## src/pkg/adcsc_defines.svh

```systemverilog
`ifndef ADCSC_DEFINES_SVH
`define ADCSC_DEFINES_SVH
`define ADCSC_OFS_CTRL      4'h0
`define ADCSC_OFS_RESULT    4'h4
`define ADCSC_OFS_CLKDIV    4'h8
`define ADCSC_BIT_DONE      7
`define ADCSC_BIT_IRQEN     6
`define ADCSC_BIT_CONT      5
`define ADCSC_CH_MSB        4
`define ADCSC_DIV_MSB       7
`define ADCSC_DIV_LSB       5
`define ADCSC_CTRL_RST      8'h1f
`define ADCSC_CLKDIV_RST    8'h00
`define ADCSC_CH_OFF        5'h1f
`define ADCSC_CH_REFHI      5'h1d
`define ADCSC_CH_REFLO      5'h1e
`define ADCSC_CONV_TICKS    5'h10
`define ADCSC_LAST_STEP     4'hf
`endif

```

## src/pkg/adcsc_pkg.sv

```systemverilog
package adcsc_pkg;
	typedef logic [7:0] adcsc_byte_t;
	typedef logic [4:0] adcsc_chan_t;
	typedef logic [2:0] adcsc_div_t;
	typedef enum logic [2:0] {
		ST_IDLE  = 3'b001,
		ST_ARMED = 3'b010,
		ST_CONV  = 3'b100
	} adcsc_state_t;
endpackage : adcsc_pkg

```

## src/design/adcsc_clkdiv.sv

```systemverilog
`include "adcsc_defines.svh"
module adcsc_clkdiv (
	input  wire logic              ref_clk_in,
	input  wire logic              rstn_in,
	input  wire logic              run_in,
	input  wire adcsc_pkg::adcsc_div_t div_sel_in,
	output logic                   tick_out
);
	import adcsc_pkg::*;

	logic [3:0] cnt_reg;
	logic [3:0] cnt_next;
	logic [3:0] last;
	logic       tick_next;
	logic       tick_reg;

	always_comb begin
		case (div_sel_in)
			3'h0:    last = 4'h0;
			3'h1:    last = 4'h1;
			3'h2:    last = 4'h3;
			3'h3:    last = 4'h7;
			default: last = 4'hf;
		endcase
		tick_next = 1'b0;
		cnt_next  = cnt_reg;
		if (!run_in) begin
			cnt_next = 4'h0; // restart phase so a new run counts full period
		end else if (cnt_reg >= last) begin
			cnt_next  = 4'h0;
			tick_next = 1'b1;
		end else begin
			cnt_next = cnt_reg + 4'h1;
		end
	end

	// counter and tick registers
	always_ff @(posedge ref_clk_in or negedge rstn_in) begin
		if (!rstn_in) begin
			cnt_reg  <= 4'h0;
			tick_reg <= 1'b0;
		end else begin
			cnt_reg  <= cnt_next;
			tick_reg <= tick_next;
		end
	end

	assign tick_out = tick_reg & run_in;
endmodule : adcsc_clkdiv

```

## src/design/adcsc_sar.sv

```systemverilog
`include "adcsc_defines.svh"
module adcsc_sar (
	input  wire logic                  ref_clk_in,
	input  wire logic                  rstn_in,
	input  wire logic                  start_in,
	input  wire logic                  abort_in,
	input  wire logic                  tick_in,
	input  wire logic                  comp_in,
	output adcsc_pkg::adcsc_byte_t     dac_code_out,
	output logic                       busy_out,
	output logic                       done_out
);
	import adcsc_pkg::*;

	logic [3:0]  step_reg;
	logic [3:0]  step_next;
	adcsc_byte_t code_reg;
	adcsc_byte_t code_next;
	logic        busy_reg;
	logic        busy_next;
	logic        done_reg;
	logic        done_next;
	logic [2:0]  bit_idx;

	// two ticks per bit, 16 ticks total
	always_comb begin
		step_next = step_reg;
		code_next = code_reg;
		busy_next = busy_reg;
		done_next = 1'b0;
		bit_idx   = 3'h7 - step_reg[3:1];
		if (abort_in) begin
			busy_next = 1'b0;
		end else if (start_in) begin
			step_next = 4'h0;
			code_next = 8'h80;
			busy_next = 1'b1;
		end else if (busy_reg && tick_in) begin
			step_next = step_reg + 4'h1;
			if (step_reg[0]) begin
				// keep trial bit only if input at or above dac level
				code_next[bit_idx] = comp_in;
				if (bit_idx != 3'h0)
					code_next[bit_idx - 3'h1] = 1'b1;
			end
			if (step_reg == `ADCSC_LAST_STEP) begin
				busy_next = 1'b0;
				done_next = 1'b1;
			end
		end
	end

	// successive approximation state
	always_ff @(posedge ref_clk_in or negedge rstn_in) begin
		if (!rstn_in) begin
			step_reg <= 4'h0;
			code_reg <= 8'h00;
			busy_reg <= 1'b0;
			done_reg <= 1'b0;
		end else begin
			step_reg <= step_next;
			code_reg <= code_next;
			busy_reg <= busy_next;
			done_reg <= done_next;
		end
	end

	assign dac_code_out = code_reg;
	assign busy_out     = busy_reg;
	assign done_out     = done_reg;
endmodule : adcsc_sar

```

## src/design/adcsc_top.sv

```systemverilog
// The address map and the Avalon-MM register port were left to the implementer.
`include "adcsc_defines.svh"
module adcsc_top (
	input  wire logic                  ref_clk_in,
	input  wire logic                  rstn_in,
	input  wire logic [3:0]            avs_address_in,
	input  wire logic                  avs_read_in,
	input  wire logic                  avs_write_in,
	input  wire logic [31:0]           avs_writedata_in,
	input  wire logic [3:0]            avs_byteenable_in,
	output logic [31:0]                avs_readdata_out,
	output logic                       avs_waitrequest_out,
	input  wire logic                  stop_mode_in,
	input  wire logic                  comp_in,
	output adcsc_pkg::adcsc_chan_t     mux_sel_out,
	output logic                       ref_high_sel_out,
	output logic                       ref_low_sel_out,
	output logic                       power_down_out,
	output adcsc_pkg::adcsc_byte_t     dac_code_out,
	output logic                       sampling_out,
	output logic                       irq_out
);
	import adcsc_pkg::*;

	// register state
	adcsc_byte_t  ctrl_reg;
	adcsc_byte_t  ctrl_next;
	adcsc_byte_t  result_reg;
	adcsc_byte_t  result_next;
	adcsc_byte_t  clkdiv_reg;
	adcsc_byte_t  clkdiv_next;
	logic         done_flag_reg;
	logic         done_flag_next;
	logic         irq_reg;
	logic         irq_next;
	logic         ack_reg;
	logic         ack_next;
	logic [31:0]  rdata_reg;
	logic [31:0]  rdata_next;
	adcsc_state_t state_reg;
	adcsc_state_t state_next;
	logic         comp_meta_reg;
	logic         comp_sync_reg;

	// decoded strobes
	logic         wr_go;
	logic         rd_go;
	logic         wr_ctrl;
	logic         wr_clkdiv;
	logic         rd_result;
	logic         powered_off;
	logic         run;
	logic         tick;
	logic         conv_start;
	logic         conv_abort;
	logic         conv_busy;
	logic         conv_done;
	logic         irq_en;
	logic         cont_en;

	assign avs_waitrequest_out = (avs_read_in | avs_write_in) & ~ack_reg;
	assign wr_go     = avs_write_in & ~ack_reg;
	assign rd_go     = avs_read_in & ~ack_reg;
	assign wr_ctrl   = wr_go & avs_byteenable_in[0]
		& (avs_address_in == `ADCSC_OFS_CTRL);
	assign wr_clkdiv = wr_go & avs_byteenable_in[0]
		& (avs_address_in == `ADCSC_OFS_CLKDIV);
	assign rd_result = rd_go & (avs_address_in == `ADCSC_OFS_RESULT);

	assign irq_en  = ctrl_reg[`ADCSC_BIT_IRQEN];
	assign cont_en = ctrl_reg[`ADCSC_BIT_CONT];
	// all-ones channel code is power down
	assign powered_off = (ctrl_reg[`ADCSC_CH_MSB:0] == `ADCSC_CH_OFF);
	// divider halts in stop mode or power down
	assign run = ~powered_off & ~stop_mode_in;

	// bus handshake and read data
	always_comb begin
		ack_next   = rd_go | wr_go;
		rdata_next = rdata_reg;
		if (rd_go) begin
			case (avs_address_in)
				`ADCSC_OFS_CTRL:
					// flag hidden while irq mode on
					rdata_next = {24'h0, done_flag_reg & ~irq_en,
						ctrl_reg[6:0]};
				`ADCSC_OFS_RESULT: rdata_next = {24'h0, result_reg};
				`ADCSC_OFS_CLKDIV: rdata_next = {24'h0, clkdiv_reg};
				default:           rdata_next = 32'h0; // unmapped reads zero
			endcase
		end
	end

	// control registers; bit 7 of control is never written
	always_comb begin
		ctrl_next   = ctrl_reg;
		clkdiv_next = clkdiv_reg;
		if (wr_ctrl)
			ctrl_next = {1'b0, avs_writedata_in[6:0]};
		if (wr_clkdiv)
			clkdiv_next = {avs_writedata_in[`ADCSC_DIV_MSB:`ADCSC_DIV_LSB],
				5'h00};
	end

	// conversion sequencer
	always_comb begin
		state_next = state_reg;
		conv_start = 1'b0;
		conv_abort = 1'b0;
		case (state_reg)
			ST_IDLE: begin
				// a control write arms a new conversion
				if (wr_ctrl)
					state_next = ST_ARMED;
			end
			ST_ARMED: begin
				if (tick) begin
					conv_start = 1'b1;
					state_next = ST_CONV;
				end
			end
			ST_CONV: begin
				if (conv_done) begin
					state_next = cont_en ? ST_ARMED : ST_IDLE;
				end
			end
			default: state_next = ST_IDLE;
		endcase
		// stop aborts, conversion restarts after exit
		if (stop_mode_in && state_reg == ST_CONV) begin
			conv_abort = 1'b1;
			state_next = ST_ARMED;
		end
		// control write restarts any running conversion
		if (wr_ctrl && state_reg != ST_IDLE) begin
			conv_abort = 1'b1;
			state_next = ST_ARMED;
		end
		if (powered_off && !wr_ctrl) begin // leaving power down still arms
			conv_abort = 1'b1;
			state_next = ST_IDLE;
		end
	end

	// result, flag and interrupt; set wins over result read clear, a control write aborts and blocks the set
	always_comb begin
		result_next    = result_reg;
		done_flag_next = done_flag_reg;
		irq_next       = irq_reg;
		if (rd_result)
			done_flag_next = 1'b0;
		// result read or control write drops request
		if (rd_result || wr_ctrl)
			irq_next = 1'b0;
		if (conv_done && state_reg == ST_CONV && !conv_abort) begin
			result_next = dac_code_out;
			if (!irq_en)
				done_flag_next = 1'b1;
			else
				irq_next = 1'b1;
		end
	end

	always_ff @(posedge ref_clk_in or negedge rstn_in) begin
		if (!rstn_in) begin
			ctrl_reg      <= `ADCSC_CTRL_RST;
			clkdiv_reg    <= `ADCSC_CLKDIV_RST;
			result_reg    <= 8'h00;
			done_flag_reg <= 1'b0;
			irq_reg       <= 1'b0;
			ack_reg       <= 1'b0;
			rdata_reg     <= 32'h0;
			state_reg     <= ST_IDLE;
		end else begin
			ctrl_reg      <= ctrl_next;
			clkdiv_reg    <= clkdiv_next;
			result_reg    <= result_next;
			done_flag_reg <= done_flag_next;
			irq_reg       <= irq_next;
			ack_reg       <= ack_next;
			rdata_reg     <= rdata_next;
			state_reg     <= state_next;
		end
	end

	// comparator comes from analog, so two stages before use
	always_ff @(posedge ref_clk_in or negedge rstn_in) begin
		if (!rstn_in) begin
			comp_meta_reg <= 1'b0;
			comp_sync_reg <= 1'b0;
		end else begin
			comp_meta_reg <= comp_in;
			comp_sync_reg <= comp_meta_reg;
		end
	end

	adcsc_clkdiv u_clkdiv (
		.ref_clk_in (ref_clk_in),
		.rstn_in    (rstn_in),
		.run_in     (run),
		.div_sel_in (clkdiv_reg[`ADCSC_DIV_MSB:`ADCSC_DIV_LSB]),
		.tick_out   (tick)
	);

	adcsc_sar u_sar (
		.ref_clk_in   (ref_clk_in),
		.rstn_in      (rstn_in),
		.start_in     (conv_start),
		.abort_in     (conv_abort),
		.tick_in      (tick),
		.comp_in      (comp_sync_reg),
		.dac_code_out (dac_code_out),
		.busy_out     (conv_busy),
		.done_out     (conv_done)
	);

	// analog side controls
	// low codes pass to the input mux
	assign mux_sel_out      = ctrl_reg[`ADCSC_CH_MSB:0];
	assign ref_high_sel_out = (ctrl_reg[`ADCSC_CH_MSB:0] == `ADCSC_CH_REFHI);
	assign ref_low_sel_out  = (ctrl_reg[`ADCSC_CH_MSB:0] == `ADCSC_CH_REFLO);
	assign power_down_out   = powered_off;
	assign sampling_out     = (state_reg == ST_ARMED);
	assign irq_out          = irq_reg;
	assign avs_readdata_out = rdata_reg;
endmodule : adcsc_top

```

## config.mk

```make
export PLATFORM = sky130hd
export DESIGN_NAME = adcsc_top
export DESIGN_NICKNAME = d
export VERILOG_FILES = /design/src/pkg/adcsc_pkg.sv /design/src/design/adcsc_clkdiv.sv /design/src/design/adcsc_sar.sv /design/src/design/adcsc_top.sv
export VERILOG_INCLUDE_DIRS = /design/src /design/src/pkg
export SDC_FILE = /design/constraint.sdc
export NUM_CORES = 1
export LEC_CHECK = 0
export ABC_CLOCK_PERIOD_IN_PS = 1700
export BUFFER_PORTS_ARGS = -buffer_cell sky130_fd_sc_hd__buf_4
export CAP_MARGIN = 30
export CORE_UTILIZATION = 40
export CTS_CLUSTER_SIZE = 20
export DETAILED_ROUTE_END_ITERATION = 10
export GPL_TIMING_DRIVEN = 0
export PLACE_DENSITY = 0.68
export SETUP_SLACK_MARGIN = 0.4
export SLEW_MARGIN = 20
export SYNTH_ARGS = -nofsm -noshare
export SYNTH_HDL_FRONTEND = slang
export SYNTH_SLANG_ARGS = --single-unit
```

## constraint.sdc

```tcl
create_clock -name ref_clk_in -period 1.7 [get_ports ref_clk_in]
set_input_delay 0.425 -clock ref_clk_in [delete_from_list [all_inputs] [get_ports ref_clk_in]]
set_output_delay 0.425 -clock ref_clk_in [all_outputs]
set_load 0.05 [all_outputs]
```

==> results of run 1 <==
layout by cell type, fill, tap and decap left out, types with 3 or more instances in the layout:
master     n
mux2_2     8
nor2_1    16
nand2_1   33
buf_8      8
a22oi_1    6
o21ai_2    3
buf_4     83
a22o_1     7
nand3_1    4
dfrtp_2    4
ha_1       8
clkbuf_8   5
buf_6     43
conb_1    24
nand2b_1   6
nor2b_1    3
a21oi_1    9
a21oi_2    3
nor2_4     3
dfstp_2    6
mux2_4     4
o21ai_1   11
nor3b_4    3
or3_1      3
mux2i_1    8
inv_1      9
o21ai_0   18
nand3_2    4
dfrtp_1   43
Yosys cell counts (7+ instances only):
cell,instances
nor2_1,20
nand3_1,8
nand2b_1,8
a21oi_1,10
buf_4,29
ha_1,8
nand2_1,35
inv_1,10
mux2_2,9
o21ai_0,32
mux2i_1,8
a22o_1,7
dfrtp_1,47
where the power goes:
group          total, mW  switching, mW  leakage, nW  internal (mW)
sequential          1.72          0.233        0.685           1.49
clock              0.754          0.454       0.0423          0.301
combinational       2.47           1.31         1.56           1.16
per-layer routing:
metal	up-vias	share of wire, %	GRT usage (%)
li1	1283	-	-
met1	1326	42	26.8
met2	74	52	37.1
met3	9	4.6	2.49
met4	0	1.4	4.69
met5	-	0	0
final cells by class:
cell class	instances	area, sq um
Fill cell	586	2750
Multi-Input combinational cell	227	1680
Sequential cell	53	1340
Timing Repair Buffer	100	940
Buffer	37	315
Tap cell	99	124
Clock buffer	5	68.8
Inverter	11	56.3
Clock inverter	3	26.3
worst max-delay path, stage by stage, from the launching register on:
cell	delay [ns]
dfstp_2	0.55
nor3b_4	0.19
and3b_1	0.21
buf_6	0.14
a21oi_4	0.21
nand4b_4	0.21
mux2_4	0.34
worst max path at each step:
stage | start | endpoint | slack [ns] | cells after the start
2_1_floorplan | ctrl_reg[4] | result_reg[0] | -0.22 | 5
3_3_place_gp | avs_address_in[1] | result_reg[7] | -0.51 | 7
3_5_place_dp | avs_address_in[1] | result_reg[4] | -0.53 | 7
4_1_cts | state_reg[0] | result_reg[6] | -0.21 | 6
5_1_grt | state_reg[0] | result_reg[5] | -0.31 | 6
6_report | state_reg[0] | result_reg[6] | -0.26 | 6
what timing repair did:
action                     4_1_cts  5_1_grt
gates resized for setup         79       27
pin swaps                       25       14
setup buffers                   35       20
gates cloned                     2        0
setup endpoints to repair       77       77
hold buffers                     0        0
per-stage QoR:
stage / instance area, sq um / util (%) / hold slack (ns) / power (mW)
after floorplan: 3190 / - / 0.129 / 3.14
after global placement: 3650 / 50.0 / 0.334 / 3.54
after detailed placement: 3650 / 50.0 / 0.338 / 3.59
after CTS: 4300 / 59.0 / 0.162 / 4.76
after global routing: 4550 / 62.3 / 0.193 / 5.28
final: 4550 / 62.3 / 0.140 / 4.95
kinds of logic (layout without fill, tap and decap cells):
family,after synthesis,in the layout,synth area share [%]
buffers and inverters,48,156,10.2
AND/OR/NAND/NOR,98,99,17.9
adder cells (fa/ha/maj),8,8,3.31
flip-flops,53,53,44.1
AO/OA/AOI/OAI,74,74,16.3
multiplexers,20,20,7.49
other,1,24,0.124
XOR/XNOR,2,2,0.580
==> metrics.md, run 1 <==
| Metric | Value |
|---|---|
| Crit path capture type | flip-flop |
| Slew Limit Fails | 0 |
| Crit path DAT | 2.16 ns |
| Final hold violation count | 0 |
| Synth area leader | dfrtp_1 |
| Worst slew pin tran | 0.669 ns |
| F_max | 0.511 GHz |
| R2r setup slk | -0.26 ns |
| Longest Clk Path Bufs | 2 |
| Asr flop ratio synth | 100% |
| Period utilisation layout | 115% |
| WL/cell | 14.6 um |
| Vias in the first global route | 2567 |
| R2R depth | 6 |
| Vias per cell | 5.03 |
| Endpoints failing setup | 34 |
| PortBufs | 44 |
| Layout cells sized above 1 | 48.2% |
| Sequential area share after synthesis | 44.1% |
| Synth cell types | 54 |
| Post-route minimum period | 1.96 ns |
| CTS clk-pin slew, worst paths | 0.10 ns |
| Largest net degree at the start of global routing | 54 |
| Post-synthesis register bit count | 53 |
| Site Rows | 31 |
| Antenna-violating nets left | 0 |
| CP required | 1.91 ns |
| Drt first-iter violations | 109 |
| Clock Latency Late Sink | 0.31 ns |
| Synth top area cells | dfrtp_1, buf_4, o21ai_0 |
| Worst slack, placed | -0.533 ns |
| Setup slack after layout | -0.256 ns |
| CTS tree | done |
| Mapped cell area | 3020 sq um |
| Capturing point of the worst reg2reg path | result_reg[6] |
| Status | finished, violations left |
| DR DRC count | 0 |
| Detailed Route WL | 7810 um |
| Num CTS Buffers | 5 |
| Die area | 7910 sq um |
| Final setup TNS | -5.14 ns |
| H-Tree Level Count | 2 |
| Type of the worst min-delay path | primary input to async pin |
| Critical path type | flip-flop to flip-flop |
| PD cells | 1090 nW/um^2 |
| Worst Skew | 0.00643 ns |
| Lkg Pwr | 2.29 nW |
| Number of synthesized flops with an enable pin | 0 |
| Post-synth top area share | 38.9% |
| Worst vdd ir | 0.492 mV |
| Placeable Area | 7290 sq um |
| Die W | 88.9 um |
| Post-Place Cells | 470 |
| Failing checks | setup timing |
| RSZ-0062 raised after global routing | yes |
| Diode count | 0 |
| Via Count | 2692 |
| Critical path peak fanout | 6 |
| Initial antenna violation count | 0 |
| Max cap viols | 0 |
| Predominant post-synthesis flop cell | dfrtp_1 |
| Die Height | 88.9 um |
| Post-DP HPWL | 4780 um |
| Gr usage total | 20.7% |
| First-pass detailed-route iteration total | 4 |
| Remaining Overflow, GRT | 0 |
| CTS sink count | 53 |
| P&R area growth vs syn | 50.4% |
| Starting Density | 41.4% |
| Syn_area_per_cell | 9.94 sq um |
| Cells after Synth | 304 |
| CP Launch Type | flip-flop |
| Slew HR | 55.4% |
| Final std cells w/o fill | 535 |
| CTS Root Cell | clkbuf_8 |
| Reg2reg start | state_reg[0] |
| Gpl congestion | 0.796 |
| Warnings, synthesis | 0 |
| First-pass GRT wire length | 12400 um |
| IO Pins | 97 |
| Final net count | 489 |
No activity file was read; power rests on OpenSTA's default activity.
==> run 2, diff against run 1 <==
Settings changed: CORE_UTILIZATION 40 to 46, PLACE_DENSITY 0.68 to 0.76.
==> run 2 against run 1 <==
The run still ends with setup timing left. First-iteration DRC count increased by 32%. Utilization grew 8.8 points. Final area fell by 0.69%. Flip-flop and latch count stayed put. Global-route usage up 2.3 points. Critical path depth is the same. Die area down 13%. Register-to-register slack about the same. Combinational power is 2% higher. Clock power up 18%.
==> metrics.md, run 2 (same netlist as run 1, synthesis figures left out) <==
| Metric | Value |
|---|---|
| Crit path DAT | 2.13 ns (-0.03 ns) |
| Longest Clk Path Bufs | 2 (unchanged) |
| Largest net degree at the start of global routing | 54 (unchanged) |
| Final Instance Area | 4510 sq um (-0.69%) |
| RSZ-0062 raised after global routing | yes |
| # hold bufs at CTS | 0 (unchanged) |
| Num CTS Buffers | 5 (unchanged) |
| F_max | 0.515 GHz (+0.74%) |
| Top Usage Layer GRT | met2 |
| Gr usage total | 23.0% (+2.3 points) |
| Commonest non-fill, non-tap cell in the layout | buf_4 |
| Remaining Overflow, GRT | 0 (unchanged) |
| Initial antenna violation count | 0 (unchanged) |
| PortBufs | 44 (unchanged) |
| CTS tree | done |
| Internal | 3.14 mW (+6.6%) |
| Die Height | 83.1 um (-6.6%) |
| Total power | 5.12 mW (+3.4%) |
| Critical path cell sequence | nor3b_4 -> and3b_1 -> buf_6 -> a21oi_4 -> nand4b_4 -> mux2_4 |
| Post-DP HPWL | 4810 um (+0.45%) |
| Layout cells sized above 1 | 47.2% (-0.94 points) |
| Global Route met1 Usage | 29.8% (+3.0 points) |
| First-pass GRT wire length | 12900 um (+4.4%) |
| Type of the worst min-delay path | primary input to async pin |
| DR DRC count | 0 (unchanged) |
| Max cap viols | 0 (unchanged) |
| Die area | 6900 sq um (-13%) |
| Slew HR | 55.4% (about the same) |
| Gpl congestion | 0.901 (+13%) |
| Starting Density | 47.6% (+6.1 points) |
| Vias in the first global route | 2689 (+4.8%) |
| Sequential fraction of design power | 33.5% (-1.3 points) |
| Clock Latency Late Sink | 0.30 ns (about the same) |
| Sw Pwr | 1.97 mW (-1.3%) |
| Critical path peak fanout | 5 (-1) |
| CP required | 1.89 ns (-0.02 ns) |
| Via Count | 2701 (+0.33%) |
| Switching share of power | 38.6% (-1.8 points) |
| Post-route minimum period | 1.94 ns (-0.0145 ns) |
| Worst vdd ir | 0.905 mV (+84%) |
| Die W | 83.1 um (-6.6%) |
| Met2 usage in global routing | 40.5% (+3.4 points) |
| P&R area growth vs syn | 49.4% |
| Status | finished, violations left |
| Antenna-violating nets left | 0 (unchanged) |
| Final net count | 485 (-0.82%) |
| Commonest cells after routing, fill and taps aside | buf_4, buf_6, dfrtp_1, nand2_1, conb_1 |
| Diode count | 0 (unchanged) |
| Endpoints failing setup | 35 (+2.9%) |
| Detailed Route WL | 7940 um (+1.6%) |
| Site Rows | 29 (-6.5%) |
| Final std cells w/o fill | 509 (-4.9%) |
| Critical path type | flip-flop to flip-flop |
| Worst slew pin tran | 0.670 ns (+0.000407 ns) |
| First-pass detailed-route iteration total | 4 (unchanged) |
| H-Tree Level Count | 2 (unchanged) |
| Clock Power Share | 17.4% (+2.1 points) |
| Vias per cell | 5.31 (+5.5%) |
| Dpl cell area | 3620 sq um (-0.75%) |
| Final hold violation count | 0 (unchanged) |
| CTS clk-pin slew, worst paths | 0.10 ns (about the same) |
| Slew Limit Fails | 0 (unchanged) |
| Placeable Area | 6350 sq um (-13%) |
| Failing checks | setup timing |
| Met3 Track Usage GR | 3.18% (+0.69 points) |
| Period utilisation layout | 114% (-0.85 points) |
| CTS Root Cell | clkbuf_8 |
| Comb pwr share | 49.1% (-0.8 points) |
| Worst hold slack | 0.152 ns (+0.0120 ns) |
| Setup slack after layout | -0.242 ns (+0.0145 ns) |
| PD cells | 1130 nW/um^2 (+4.1%) |
| IO Pins | 97 (unchanged) |
| WL/cell | 15.6 um (+6.8%) |
| Worst Skew | 0.00594 ns (-0.000498 ns) |
| Crit path capture type | flip-flop |
| Slowest stage cell, crit path | dfstp_2 |
| Largest stage delay, worst path | 0.56 ns (about the same) |
| CTS sink count | 53 (unchanged) |
| Post-layout util | 71.1% (+8.8 points) |
| CP Launch Type | flip-flop |
| Lkg Pwr | 2.26 nW (-1.2%) |
| Drt first-iter violations | 144 (+32%) |
| Post-Place Cells | 448 (-4.7%) |
-- run 2: path summary, 6_finish.rpt --
check                              startpoint                     to  slack [ns]  cells after the start
worst max-delay path             state_reg[0]          result_reg[1]       -0.24                      6
worst min-delay path                  rstn_in  u_sar.dac_code_out[2]        0.15                      1
min in group ref_clk_in               comp_in          comp_meta_reg        0.23                      1
max in group asynchronous             rstn_in           state_reg[1]        1.06                      1
worst min register to register  comp_meta_reg          comp_sync_reg        0.36                      0
worst max register to register   state_reg[0]          result_reg[1]       -0.24                      6
-- run 2: final cells by class --
type,instances,area [sq um]
fillers,460,1840
repair buffers,96,917
inverters,11,60.1
clock inverters,2,37.5
plain buffers,37,323
well taps,77,96.3
multi-input cells,227,1660
flip-flops and latches,53,1340
clock buffers,6,82.6
-- run 2: power by group through the flow --
| stage | Sequential [mW] | Clock, mW | Combinational, mW |
|---|---|---|---|
| 2_1_floorplan | 1.84 | 0 | 1.30 |
| 3_3_place_gp | 1.76 | 0 | 1.76 |
| 3_5_place_dp | 1.77 | 0 | 1.81 |
| 4_1_cts | 1.71 | 0.907 | 2.29 |
| 5_1_grt | 1.75 | 0.941 | 2.70 |
| 6_report | 1.71 | 0.891 | 2.51 |
-- run 2: what timing repair did --
action                     in CTS  in global routing
pin swaps                      33                 11
hold endpoints to repair        0                  0
resized for setup              84                 19
setup endpoints to repair      77                 77
cloned                          2                  1
setup buffers                  35                 15
-- run 2: critical path, delay by kind of cell, from the launching register on --
kind / cells / cell delay, ns
AO/OA/AOI/OAI: 1 / 0.18
buffers and inverters: 1 / 0.14
flip-flops: 1 / 0.56
multiplexers: 1 / 0.35
AND/OR/NAND/NOR: 3 / 0.60
-- run 2: through the flow --
step / setup WS, ns / TNS [ns]
after global placement: -0.516 / -10.12
after CTS: -0.211 / -4.87
after detailed placement: -0.544 / -11.05
final: -0.242 / -5.81
after floorplan: -0.216 / -3.20
after global routing: -0.319 / -8.81
-- run 2: metal layers --
metal  vias to the layer above  wire length (um)
li1                       1272                 -
met1                      1318              3300
met2                        91              4100
met3                        20               336
met4                         0               198
met5                         -                 0
